==> src/sfep_params.svh <==
`ifndef SFEP_PARAMS_SVH
`define SFEP_PARAMS_SVH

// opcodes seen on the serial input
`define SFEP_OP_ERASE_A       8'h60
`define SFEP_OP_ERASE_B       8'hC7
`define SFEP_OP_WR_ENABLE     8'h06
`define SFEP_OP_WR_DISABLE    8'h04
`define SFEP_OP_PROGRAM       8'h02
`define SFEP_OP_READ_STATUS   8'h05

// transfer geometry
`define SFEP_BITS_PER_BYTE    3'h7
`define SFEP_ADDR_BYTES       3'h3
`define SFEP_FIRST_DATA_BYTE  3'h4
`define SFEP_PAGE_BYTES       256

// status register one layout and reset value
`define SFEP_STATUS_BUSY      0
`define SFEP_STATUS_LATCH     1
`define SFEP_STATUS_PROT_LO   2
`define SFEP_STATUS_PROT_HI   4
`define SFEP_STATUS_RESET     8'h00

// self-timed operation times in microseconds, clock in MHz
`define SFEP_CLK_MHZ               25
`define SFEP_CHIP_ERASE_TIME_US    10000
`define SFEP_PAGE_PROGRAM_TIME_US  1000
`define SFEP_BYTE_PROGRAM_TIME_US  100

`endif

==> src/sfep_pkg.sv <==
package sfep_pkg;

	// self-timed operation state
	typedef enum logic [1:0] {
		SFEP_IDLE,
		SFEP_ERASING,
		SFEP_PROGRAMMING
	} sfep_state_t;

endpackage

==> src/sfep_top.sv <==
//
// Functional notes
// - both erase opcodes act the same
// - erase refused when anything protected; latch cleared
// - erase is opcode only, msb first
// - select release starts self-timed whole erase
// - busy during erase; latch cleared early
// - erase released mid-byte aborts, clears latch
// - suspend ignored during erase
// - program writes one to 256 bytes
// - opcode, three address bytes, data, msb first
// - unsent page bytes stay erased
// - release starts program; byte or page time
// - busy shown in status bit zero
// - program released mid-byte aborts, clears latch
// - protected program not run; latch cleared
// - data past page end wraps within page
// - over 256 bytes keeps last 256
// - short address or data aborts, clears latch
`timescale 1ns/100ps
`include "sfep_params.svh"

module sfep_top
	import sfep_pkg::*;
#(
	parameter int CHIP_ERASE_CYCLES   = `SFEP_CHIP_ERASE_TIME_US * `SFEP_CLK_MHZ,
	parameter int PAGE_PROGRAM_CYCLES = `SFEP_PAGE_PROGRAM_TIME_US * `SFEP_CLK_MHZ,
	parameter int BYTE_PROGRAM_CYCLES = `SFEP_BYTE_PROGRAM_TIME_US * `SFEP_CLK_MHZ
) (
	// clock and reset
	input  wire logic        clock,
	input  wire logic        srst,
	// serial link pins
	input  wire logic        spi_sck,
	input  wire logic        spi_cs_n,
	input  wire logic        spi_si,
	output logic             spi_so,
	output logic             spi_so_oe,
	// protection state
	input  wire logic [2:0]  range_protect_bits,
	input  wire logic        lock_scheme_select,
	input  wire logic        block_lock_any,
	// status
	output logic             busy_flag,
	output logic             write_enable_latch,
	// array write side
	output logic             array_erase_all,
	output logic             array_prog_en,
	output logic [23:0]      array_prog_addr,
	output logic [7:0]       array_prog_data
);

	////////////////////////////////////////////////////////////////////////////
	// elaboration checks: the page walk must finish inside the shortest timer
	if (BYTE_PROGRAM_CYCLES < `SFEP_PAGE_BYTES + 2 || PAGE_PROGRAM_CYCLES < BYTE_PROGRAM_CYCLES
			|| CHIP_ERASE_CYCLES < 1) begin : g_bad_timing
		$error("sfep_top: operation cycle counts too small");
	end

	////////////////////////////////////////////////////////////////////////////
	// helpers
	function automatic logic is_erase(input logic [7:0] op);
		return (op == `SFEP_OP_ERASE_A) || (op == `SFEP_OP_ERASE_B);
	endfunction

	function automatic logic is_modify(input logic [7:0] op);
		return is_erase(op) || (op == `SFEP_OP_PROGRAM);
	endfunction

	////////////////////////////////////////////////////////////////////////////
	// declarations
	logic [2:0]   pins_s;          // synchronised {sck, cs_n, si}
	logic         sck_q_r;         // previous sck
	logic         cs_n_q_r;        // previous cs_n
	logic         sck_rise;        // sample edge within a frame
	logic         sck_fall;        // shift-out edge within a frame
	logic         cs_fall;         // frame start
	logic         cs_rise;         // frame end
	logic [2:0]   bit_cnt_r;       // bit within current byte
	logic [2:0]   byte_cnt_r;      // whole bytes, saturating
	logic [7:0]   shift_r;         // serial input shifter
	logic [7:0]   byte_val;        // completed byte
	logic         byte_done;       // last bit of a byte sampled
	logic [7:0]   opcode_r;        // first byte of frame
	logic [23:0]  addr_r;          // start address
	logic [8:0]   data_cnt_r;      // data bytes sent, top bit sticky
	logic [255:0] valid_r;         // page bytes that were sent
	logic [7:0]   buf_wr_addr;     // wrapped buffer slot
	logic         buf_wr_en;       // store a data byte
	logic [7:0]   buf_rd_data;     // buffer read data
	logic [7:0]   so_shift_r;      // status shift-out
	logic         rd_status;       // frame is a status read
	logic         protected_any;   // some region is protected
	logic         wr_latch_r;      // write enable latch
	sfep_state_t  state_r;         // operation state
	logic [31:0]  timer_r;         // remaining operation cycles
	logic [8:0]   walk_r;          // page walk index
	logic         walk_vld_r;      // read data valid for walk_q_r
	logic [7:0]   walk_q_r;        // slot whose data is arriving
	logic         frame_ok;        // released on a byte boundary
	logic         start_erase;     // launch erase
	logic         start_prog;      // launch program
	logic [7:0]   status_reg_one;  // live status register one

	////////////////////////////////////////////////////////////////////////////
	// pin synchroniser
	sfep_sync #(
		.WIDTH (3)
	) u_sync (
		.clock   (clock),
		.srst    (srst),
		.pin_in  ({spi_sck, spi_cs_n, spi_si}),
		.pin_out (pins_s)
	);

	// edge history
	always_ff @(posedge clock) begin
		if (srst) begin
			sck_q_r  <= 1'b0;
			cs_n_q_r <= 1'b1;
		end else begin
			sck_q_r  <= pins_s[2];
			cs_n_q_r <= pins_s[1];
		end
	end

	assign sck_rise  = pins_s[2] & ~sck_q_r & ~pins_s[1];
	assign sck_fall  = ~pins_s[2] & sck_q_r & ~pins_s[1];
	assign cs_fall   = ~pins_s[1] & cs_n_q_r;
	assign cs_rise   = pins_s[1] & ~cs_n_q_r;
	assign byte_val  = {shift_r[6:0], pins_s[0]};  // msb first
	assign byte_done = sck_rise && (bit_cnt_r == `SFEP_BITS_PER_BYTE);

	////////////////////////////////////////////////////////////////////////////
	// bit and byte counting
	always_ff @(posedge clock) begin
		if (srst || cs_fall) begin
			bit_cnt_r  <= '0;
			byte_cnt_r <= '0;
			shift_r    <= '0;
		end else if (sck_rise) begin
			bit_cnt_r <= bit_cnt_r + 3'h1;
			shift_r   <= byte_val;
			if (bit_cnt_r == `SFEP_BITS_PER_BYTE && byte_cnt_r != 3'h7) begin
				byte_cnt_r <= byte_cnt_r + 3'h1;
			end
		end
	end

	////////////////////////////////////////////////////////////////////////////
	// opcode and address capture; frames seen while busy leave the address alone
	always_ff @(posedge clock) begin
		if (srst) begin
			opcode_r <= '0;
			addr_r   <= '0;
		end else if (cs_fall) begin
			opcode_r <= '0;
		end else if (byte_done) begin
			if (byte_cnt_r == 3'h0) begin
				opcode_r <= byte_val;
			end else if (byte_cnt_r <= `SFEP_ADDR_BYTES && state_r == SFEP_IDLE) begin
				addr_r <= {addr_r[15:0], byte_val};  // high byte first
			end
		end
	end

	////////////////////////////////////////////////////////////////////////////
	// data capture into page buffer
	assign buf_wr_addr = addr_r[7:0] + data_cnt_r[7:0];
	assign buf_wr_en   = byte_done && (byte_cnt_r >= `SFEP_FIRST_DATA_BYTE)
		&& (opcode_r == `SFEP_OP_PROGRAM) && (state_r == SFEP_IDLE);

	always_ff @(posedge clock) begin
		// a frame opened while busy must not wipe the slots the walk still reads
		if (srst || (cs_fall && state_r == SFEP_IDLE)) begin
			data_cnt_r <= '0;
			valid_r    <= '0;
		end else if (buf_wr_en) begin
			// later bytes overwrite earlier ones in the same slot
			valid_r[buf_wr_addr] <= 1'b1;
			// low byte wraps with the page, top bit remembers 256 or more
			data_cnt_r <= {data_cnt_r[8] | (&data_cnt_r[7:0]), data_cnt_r[7:0] + 8'h01};
		end
	end

	sfep_page_mem #(
		.DW    (8),
		.DEPTH (`SFEP_PAGE_BYTES)
	) u_page_mem (
		.clock   (clock),
		.srst    (srst),
		.wr_en   (buf_wr_en),
		.wr_addr (buf_wr_addr),
		.wr_data (byte_val),
		.rd_addr (walk_r[7:0]),
		.rd_data (buf_rd_data)
	);

	////////////////////////////////////////////////////////////////////////////
	// frame-end decisions
	assign protected_any = (range_protect_bits != 3'h0) || (lock_scheme_select && block_lock_any);
	assign frame_ok      = cs_rise && (bit_cnt_r == 3'h0) && (state_r == SFEP_IDLE);
	assign start_erase   = frame_ok && is_erase(opcode_r) && (byte_cnt_r == 3'h1)
		&& wr_latch_r && !protected_any;
	assign start_prog    = frame_ok && (opcode_r == `SFEP_OP_PROGRAM)
		&& (byte_cnt_r >= 3'h5) && wr_latch_r && !protected_any;

	// write enable latch
	always_ff @(posedge clock) begin
		if (srst) begin
			wr_latch_r <= 1'b0;
		end else if (cs_rise && state_r == SFEP_IDLE && byte_cnt_r != 3'h0) begin
			if (bit_cnt_r != 3'h0) begin
				// released mid-byte: any modify command is dropped
				if (is_modify(opcode_r)) begin
					wr_latch_r <= 1'b0;
				end
			end else if (opcode_r == `SFEP_OP_WR_ENABLE && byte_cnt_r == 3'h1) begin
				wr_latch_r <= 1'b1;
			end else if (opcode_r == `SFEP_OP_WR_DISABLE && byte_cnt_r == 3'h1) begin
				wr_latch_r <= 1'b0;
			end else if (is_modify(opcode_r)) begin
				// started, refused or malformed: latch drops either way
				wr_latch_r <= 1'b0;
			end
		end
	end

	////////////////////////////////////////////////////////////////////////////
	// self-timed operation sequencer
	always_ff @(posedge clock) begin
		if (srst) begin
			state_r <= SFEP_IDLE;
			timer_r <= '0;
		end else begin
			case (state_r)
				SFEP_IDLE: begin
					if (start_erase) begin
						state_r <= SFEP_ERASING;
						timer_r <= 32'(CHIP_ERASE_CYCLES);
					end else if (start_prog) begin
						state_r <= SFEP_PROGRAMMING;
						timer_r <= (data_cnt_r == 9'h001) ? 32'(BYTE_PROGRAM_CYCLES)
							: 32'(PAGE_PROGRAM_CYCLES);
					end
				end
				SFEP_ERASING, SFEP_PROGRAMMING: begin
					// new frames, suspend included, do not disturb the count
					if (timer_r <= 32'h0000_0001) begin
						state_r <= SFEP_IDLE;
						timer_r <= '0;
					end else begin
						timer_r <= timer_r - 32'h0000_0001;
					end
				end
				default: begin
					state_r <= SFEP_IDLE;
					timer_r <= '0;
				end
			endcase
		end
	end

	////////////////////////////////////////////////////////////////////////////
	// page walk: read every slot, write only those sent
	always_ff @(posedge clock) begin
		if (srst) begin
			walk_r     <= 9'h100;
			walk_vld_r <= 1'b0;
			walk_q_r   <= '0;
		end else begin
			if (start_prog) begin
				walk_r <= '0;
			end else if (!walk_r[8]) begin
				walk_r <= walk_r + 9'h001;
			end
			walk_vld_r <= !walk_r[8] && !start_prog;
			walk_q_r   <= walk_r[7:0];
		end
	end

	// array write strobe
	always_ff @(posedge clock) begin
		if (srst) begin
			array_prog_en   <= 1'b0;
			array_prog_addr <= '0;
			array_prog_data <= '0;
		end else begin
			array_prog_en   <= walk_vld_r && valid_r[walk_q_r];
			array_prog_addr <= {addr_r[23:8], walk_q_r};
			array_prog_data <= buf_rd_data;
		end
	end

	// one-cycle erase launch
	always_ff @(posedge clock) begin
		if (srst) begin
			array_erase_all <= 1'b0;
		end else begin
			array_erase_all <= start_erase;
		end
	end

	////////////////////////////////////////////////////////////////////////////
	// status register one
	assign status_reg_one = {3'h0, range_protect_bits, wr_latch_r, state_r != SFEP_IDLE};

	always_ff @(posedge clock) begin
		if (srst) begin
			busy_flag          <= 1'b0;
			write_enable_latch <= 1'b0;
		end else begin
			busy_flag          <= status_reg_one[`SFEP_STATUS_BUSY];
			write_enable_latch <= status_reg_one[`SFEP_STATUS_LATCH];
		end
	end

	////////////////////////////////////////////////////////////////////////////
	// status read out on the serial output, repeats every byte
	assign rd_status = (opcode_r == `SFEP_OP_READ_STATUS) && (byte_cnt_r != 3'h0);

	always_ff @(posedge clock) begin
		if (srst) begin
			so_shift_r <= `SFEP_STATUS_RESET;
			spi_so     <= 1'b0;
			spi_so_oe  <= 1'b0;
		end else begin
			// reload fresh status at each byte boundary
			if (byte_done) begin
				so_shift_r <= status_reg_one;
			end else if (sck_fall && rd_status) begin
				spi_so     <= so_shift_r[7];
				so_shift_r <= {so_shift_r[6:0], 1'b0};
			end
			// drive only while selected in a status read
			if (pins_s[1]) begin
				spi_so_oe <= 1'b0;
			end else if (sck_fall && rd_status) begin
				spi_so_oe <= 1'b1;
			end
		end
	end

endmodule // sfep_top

==> src/sfep_sync.sv <==
`timescale 1ns/100ps

// three-stage pin synchroniser; output follows once stages two and three agree
module sfep_sync #(
	parameter int WIDTH = 1
) (
	// clock and reset
	input  wire logic             clock,
	input  wire logic             srst,
	// asynchronous pins and filtered result
	input  wire logic [WIDTH-1:0] pin_in,
	output logic      [WIDTH-1:0] pin_out
);

	logic [WIDTH-1:0] stage1_r;  // metastability catcher, read only by stage2
	logic [WIDTH-1:0] stage2_r;  // second stage
	logic [WIDTH-1:0] stage3_r;  // third stage

	////////////////////////////////////////////////////////////////////////////
	// shift chain, left running through reset so it is flushed when reset ends
	always_ff @(posedge clock) begin
		stage1_r <= pin_in;
		stage2_r <= stage1_r;
		stage3_r <= stage2_r;
	end

	////////////////////////////////////////////////////////////////////////////
	// accept a bit only once two stages agree
	always_ff @(posedge clock) begin
		if (srst) begin
			// settle on the pin level so no false edge follows reset
			pin_out <= stage3_r;
		end else begin
			for (int i = 0; i < WIDTH; i++) begin
				if (stage2_r[i] == stage3_r[i]) begin
					pin_out[i] <= stage3_r[i];
				end
			end
		end
	end

endmodule // sfep_sync

==> src/sfep_page_mem.sv <==
`timescale 1ns/100ps

// page buffer: one write port, one registered read port
module sfep_page_mem #(
	parameter int DW    = 8,
	parameter int DEPTH = 256,
	parameter int AW    = $clog2(DEPTH)
) (
	// clock and reset
	input  wire logic          clock,
	input  wire logic          srst,
	// write port
	input  wire logic          wr_en,
	input  wire logic [AW-1:0] wr_addr,
	input  wire logic [DW-1:0] wr_data,
	// read port, data one cycle after address
	input  wire logic [AW-1:0] rd_addr,
	output logic      [DW-1:0] rd_data
);

	logic [DW-1:0] mem [DEPTH];  // storage array

	////////////////////////////////////////////////////////////////////////////
	// write
	always_ff @(posedge clock) begin
		if (wr_en) begin
			mem[wr_addr] <= wr_data;
		end
	end

	////////////////////////////////////////////////////////////////////////////
	// registered read
	always_ff @(posedge clock) begin
		if (srst) begin
			rd_data <= '0;
		end else begin
			rd_data <= mem[rd_addr];
		end
	end

endmodule // sfep_page_mem

==> config.mk <==
export PLATFORM = sky130hd
export DESIGN_NAME = sfep_top
export DESIGN_NICKNAME = d
export VERILOG_FILES = /design/src/sfep_pkg.sv /design/src/sfep_top.sv /design/src/sfep_sync.sv /design/src/sfep_page_mem.sv
export VERILOG_INCLUDE_DIRS = /design/src
export SDC_FILE = /design/constraint.sdc
export NUM_CORES = 2
export LEC_CHECK = 0
export BUFFER_PORTS_ARGS = -buffer_cell sky130_fd_sc_hd__buf_2
export CAP_MARGIN = 40
export CORE_ASPECT_RATIO = 1.4
export CORE_UTILIZATION = 53
export DETAILED_ROUTE_END_ITERATION = 10
export PLACE_DENSITY = 0.73
export SYNTH_ARGS = -nofsm -noshare
export SYNTH_HDL_FRONTEND = slang
export SYNTH_SLANG_ARGS = --single-unit
==> constraint.sdc <==
create_clock -name clock -period 8.5 [get_ports clock]
set_input_delay 2.55 -clock clock [delete_from_list [all_inputs] [get_ports clock]]
set_output_delay 2.55 -clock clock [all_outputs]
set_load 0.01 [all_outputs]
# [Word level (Yosys, flattened, before mapping)]
# Memories as Yosys holds them, arrays and structs flattened. A register that Yosys moved wholly into a read port is not among the register bits.
# Cells that the tools add are included.
[totals] regBits=423 latch_bits=0 ram_bits=2048 mem_bits_ro=0 input_bits=10 output_inout_bits=38 elab_cells=162 memories=1
[memory_table] memory="u_page_mem.mem" depth=256 width=8 read_ports=1 rd_ports_with_merged_regs=1 wr=1 line="sfep_page_mem.sv:21" text="logic [DW-1:0] mem [DEPTH];"
[classes] addsub=6 mul=0 div_mod_pow=0 n_lt_le_gt_ge=7 eq_ne=17 n_shift=0 n_mux=27 n_bitwise=15 n_reduce_logical=57
[op_table] operator="OR 256 bit" count=1
[op_table] operator="two-way mux 32 bit" count=3
[op_table] operator="case mux 32 bit (2 select lines)" count=1
[op_table] operator="less-or-equal comparator 32 x 1 -> 1 bit, second input constant" count=1
[op_table] operator="subtractor 32 x 1 -> 32 bit, second input constant" count=1
[op_table] operator="logical AND 1 bit" count=27
[op_table] operator="== test 8 x 3 -> 1 bit, second input constant" count=3
[op_table] operator="less-than comparator 8 x 9 -> 1 bit, second input constant" count=2
[op_table] operator="two-way mux 9 bit" count=2
[op_table] operator="two-way mux 15 bit" count=1
[op_table] operator="two-way mux 1 bit" count=11
[op_table] operator="two-way mux 5 bit" count=2
[op_table] operator="nonzero test 2 bit" count=5
[op_table] operator="OR reduction 2 bit" count=5
[op_table] operator="adder 9 x 1 -> 9 bit, second input constant" count=1
[op_table] operator="== test 9 x 1 -> 1 bit, second input constant" count=1
[op_table] operator="nonzero test 3 bit" count=3
[op_table] operator="adder 8 x 1 -> 8 bit, second input constant" count=1
[op_table] operator="adder 8 bit" count=1
[op_table] operator="binary-select mux 1 bit (select 8 bit)" count=1
[op_table] operator="demux 1 bit (select 8 bit)" count=1
[op_table] operator="== test 8 x 2 -> 1 bit, second input constant" count=1
[op_table] operator="== test 8 x 7 -> 1 bit, second input constant" count=1
[op_table] operator="== test 8 bit, second input constant" count=1
[op_table] operator="24 further kinds" count=52

# [Longest topological paths before layout]
[depth] depth_word=11 ltp_mapped=13 depth_no_buf=10

# [Hierarchy]
# A second synthesis with hierarchy kept.
[hier_totals] cells_unflattened=5518 hier_area_um2=97697.4
[by_module_without_submodules] mod="sfep_page_mem" n_inst=1 cells_each=4027 area_per_inst_um2=80597.3 seq_area_each_um2=61659.1
[by_module_without_submodules] mod="sfep_top" n_inst=1 cells_each=1473 area_per_inst_um2=16784.8 seq_area_each_um2=8227.9
[by_module_without_submodules] mod="sfep_sync" n_inst=1 cells_each=18 area_per_inst_um2=315.3 seq_area_each_um2=270.3

# [Worst setup path before layout]
# OpenSTA, ideal clock, no wires.
[synth_path] path_kind="input -> register" from="input port range_protect_bits[1]" to="register timer_r[30]" setup_time_ps=115 arrival_time_ps=4633 required_ps=8385 slack_ps=3752 cell_stages=7 path_buffers=0 path_cell_list="or4b_1 a2111o_1 or3_4 a311oi_1 and4bb_1 xnor2_1 nor2_2"
[synth_between] elab_chain_len=6 elab_cells_between_ends=8 classes_between="eq/ne (1); mux (2); reduce/logical (5)"
[synth_lines] item="start: declaration" line="sfep_top.sv:40" text="input wire logic [2:0] range_protect_bits,"
[synth_lines] item="nonzero test 3 bit *" line="sfep_top.sv:201" text="assign protected_any = (range_protect_bits != 3'h0) || (lock_scheme_select && block_lock_any);"
[synth_lines] item="logical OR 1 bit *" line="sfep_top.sv:201"
[synth_lines] item="logical NOT 1 bit *" line="sfep_top.sv:204, sfep_top.sv:206"
[synth_lines] item="logical AND 1 bit" line="sfep_top.sv:204" text="&& wr_latch_r && !protected_any;"
[synth_lines] item="two-way mux 32 bit" line="sfep_top.sv:238" text="if (start_erase) begin"
[synth_lines] item="case mux 32 bit (2 select lines)" line="sfep_top.sv:236" text="case (state_r)"
[synth_lines] item="end signal: assignment" line="sfep_top.sv:240" text="timer_r <= 32'(CHIP_ERASE_CYCLES);"
[synth_lines] item="end signal: assignment" line="sfep_top.sv:243" text="timer_r <= (data_cnt_r == 9'h001) ? 32'(BYTE_PROGRAM_CYCLES)"
[synth_lines] item="end signal: assignment" line="sfep_top.sv:253" text="timer_r <= timer_r - 32'h0000_0001;"
[synth_lines] item="end: declaration" line="sfep_top.sv:96" text="logic [31:0] timer_r;"
# Mark *: on every way between the ends. The rest lies on a longest branch, timed or not.
# A chain may end at the register's enable or synchronous reset.

# [Worst setup path after layout]
[layout_path] from="input port range_protect_bits[1]" to="register timer_r[7]"
# The elaborated chain is that of the path after synthesis.

==> impl_metrics.yaml <==
worst_setup_path:
  criticalPathCategory: "primary input to register"
  arrival_ns: 5.62
  crit_path_end_kind: "register"
  crit_required_ns: 9.29
  crit_path_start_kind: "primary input"
  worstPathMaxFanout: 26
finish:
  final_common_cell: "edfxtp_1"
  mostFrequentLayoutCells: "2051 x edfxtp_1, 634 x mux4_2, 423 x nor2_1"
  postLayoutCoreUtil: 0.593
  syn_to_final_growth_pct: 11.0
  drive_gt1_frac: 0.215
  fill_cells: 12800
  nets: 5588
  final_cell_area_um2: 108000
sta:
  rsz0062_at_grt: "false"
  fin_setup_tns_ns: 0
  finalCritPeriodShare: 0.568
  fmax_mhz: 207
  skew_ns: 0.0372
  slew_headroom: -0.140
  setup_viol: 0
  whs_ns: 0.326
  tightest_slew_ns: 1.71
  fin_crit_ns: 4.83
  hold_violations: 0
  slew_violations: 123
grt:
  antenna_found_initial: 7
  grt_max_degree: 257
  grt_pass1_vias: 52500
  gr-total-overflow: 0
  grt_pass1_wl_um: 358000
  grt.total_usage: 0.268
floorplan:
  io_pins: 48
  coreArea_um2: 182000
  die_h_um: 508
  dieArea_um2: 185000
  rows: 185
  die_w_um: 364
  initial_utilization: 0.534
synth:
  yosys_warnings: 0
  ys_types: 86
  synth_flop_cell: "edfxtp_1"
  synth-seq-cells: 2479
  synthArstFlopShare: 0
  synth_edf_count: 2051
  yosysSeqAreaShare: 0.723
  synth_area_leaders: "edfxtp_1 63%, mux4_2 15%, dfxtp_1 8.8%"
  synth_top_area_cell: "edfxtp_1"
  synth_top_area_share: 0.635
  syn-num-nets: 5487
  synthCells: 5454
  avgSynthCellArea_um2: 17.8
  netlist_area_um2: 97100
clock_tree:
  ctsHoldBuffers: 0
  post_cts_resized: 0
  cts_tree: "done"
  root_buffer: "clkbuf_16"
  clk_pin_slew_worst_paths_ns: 0.06
  cts_buffers: 213
  cts_max_path_buffers: 3
  insertion_delay_ns: 0.87
  clock-sinks: 2479
  post_cts_buffers: 0
  htree_levels: 4
placement:
  placed_cell_area_um2: 101000
  globalplace.congestion: 0.902
  io_buffer_count: 47
  dp_hpwl_um: 154000
pwr:
  leakagePower_nw: 33.6
  vdd_drop_max_uv: 280
  power.total_mw: 23.1
  p_per_area_nw_per_um2: 214
status:
  violations: "max-slew violations"
  status: "complete, but fails checks"
route:
  drt_pass1_iterations: 8
  drt_wl_total_um: 246000
  antenna_left: 0
  num_vias: 52300
  drc: 0
  post_drt_wl_per_cell_um: 30.1
  vias_per_cell: 6.40
  first_iter_violations: 6395
job:
  drv_cap: 0
worst_hold_path:
  hold_path_class: "register to register"
[Yosys cell counts, types with 33 or more instances]
master / instances
edfxtp_1: 2051
mux4_2: 634
dfxtp_1: 428
nor2_1: 424
nand2_1: 372
o21ai_0: 297
clkbuf_1: 187
nand3_1: 157
mux2i_1: 144
buf_2: 81
nor3_1: 66
a21oi_1: 63
nor2b_1: 63
a22oi_1: 37
xnor2_1: 37
buf_4: 34
buf_1: 33
[critical path, stage by stage]
cell	delay (ns)
buf_2	0.10
or4b_1	0.54
a2111oi_0	0.39
buf_1	0.22
o2111ai_1	0.13
buf_4	0.22
and3_1	0.17
buf_4	0.24
nor2_1	0.68
o21ai_0	0.19
a31oi_1	0.17
[power breakdown]
group	internal, mW	switching [mW]	leakage [nW]
clock network	5.55	4.39	3.46
registers	13.0	0.00707	22.4
logic	0.0192	0.116	7.80
total	18.6	4.52	33.6
[layer usage]
metal  GRT usage  vias up  wire [um]
li1            -    21800          -
met1       0.329    27000      85500
met2       0.445     2794     123000
met3      0.0465      619      20400
met4       0.167        4      17200
met5           0        -         26
[sequential cells by signal, summed over array words and instances, names as in the netlist, 3 cells and up]
register / cells
valid_r: 256
byte_cnt_r: 3
u_sync.stage1_r: 3
walk_q_r: 8
u_page_mem.rd_data: 8
bit_cnt_r: 3
timer_r: 32
shift_r: 7
u_page_mem.mem: 2048
array_prog_addr: 24
u_sync.pin_out: 3
addr_r: 24
u_sync.stage2_r: 3
array_prog_data: 8
walk_r: 9
so_shift_r: 8
u_sync.stage3_r: 3
data_cnt_r: 9
opcode_r: 8
[area by class of cell]
type	instances	area, um2	share of cell area
antenna	6	15.0	0.000139
clock buffer	271	5730	0.0532
clock inverter	129	1420	0.0132
inverter	21	83.8	0.000778
multi-input combinational	2609	25300	0.235
sequential	2479	70200	0.651
tap	2431	3040	0.0282
timing repair buffer	231	1950	0.0181
[cell families (layout without fill, tap and decap cells)]
logic type / after synthesis / in the layout / share of synthesized area
and+or+nand+nor: 1205 / 1205 / 0.0559
DFF: 2479 / 2479 / 0.723
other: 0 / 6 / 0
AOI/OAI and AO/OA: 549 / 549 / 0.0340
xor gates and xnor gates: 51 / 51 / 0.00460
muxes: 781 / 781 / 0.162
adders and majority gates: 23 / 23 / 0.00304
buffers and inverters: 366 / 652 / 0.0173
[stage by stage]
stage / worst slack (ns) / cells
global route: 3.44 / 8174
floorplan: 3.75 / 5454
finish: 3.67 / 8177
detailed placement: 2.82 / 7764
CTS: 3.73 / 8164
global placement: 2.58 / 7680
[path summary, 6_finish.rpt]
kind                                            startpoint                               end  slack (ns)  cells past startpoint
worst max register to register      addr_r[1]$_SDFFE_PP0P_  u_page_mem.mem[180][5]$_DFFE_PP_        3.70                      9
worst min-delay path            u_sync.stage1_r[0]$_DFF_P_        u_sync.stage2_r[0]$_DFF_P_        0.33                      0
worst min register to register  u_sync.stage1_r[0]$_DFF_P_        u_sync.stage2_r[0]$_DFF_P_        0.33                      0
worst max-delay path                 range_protect_bits[1]           timer_r[7]$_SDFFE_PP0P_        3.67                     11
(Power assumes the default switching activity.)
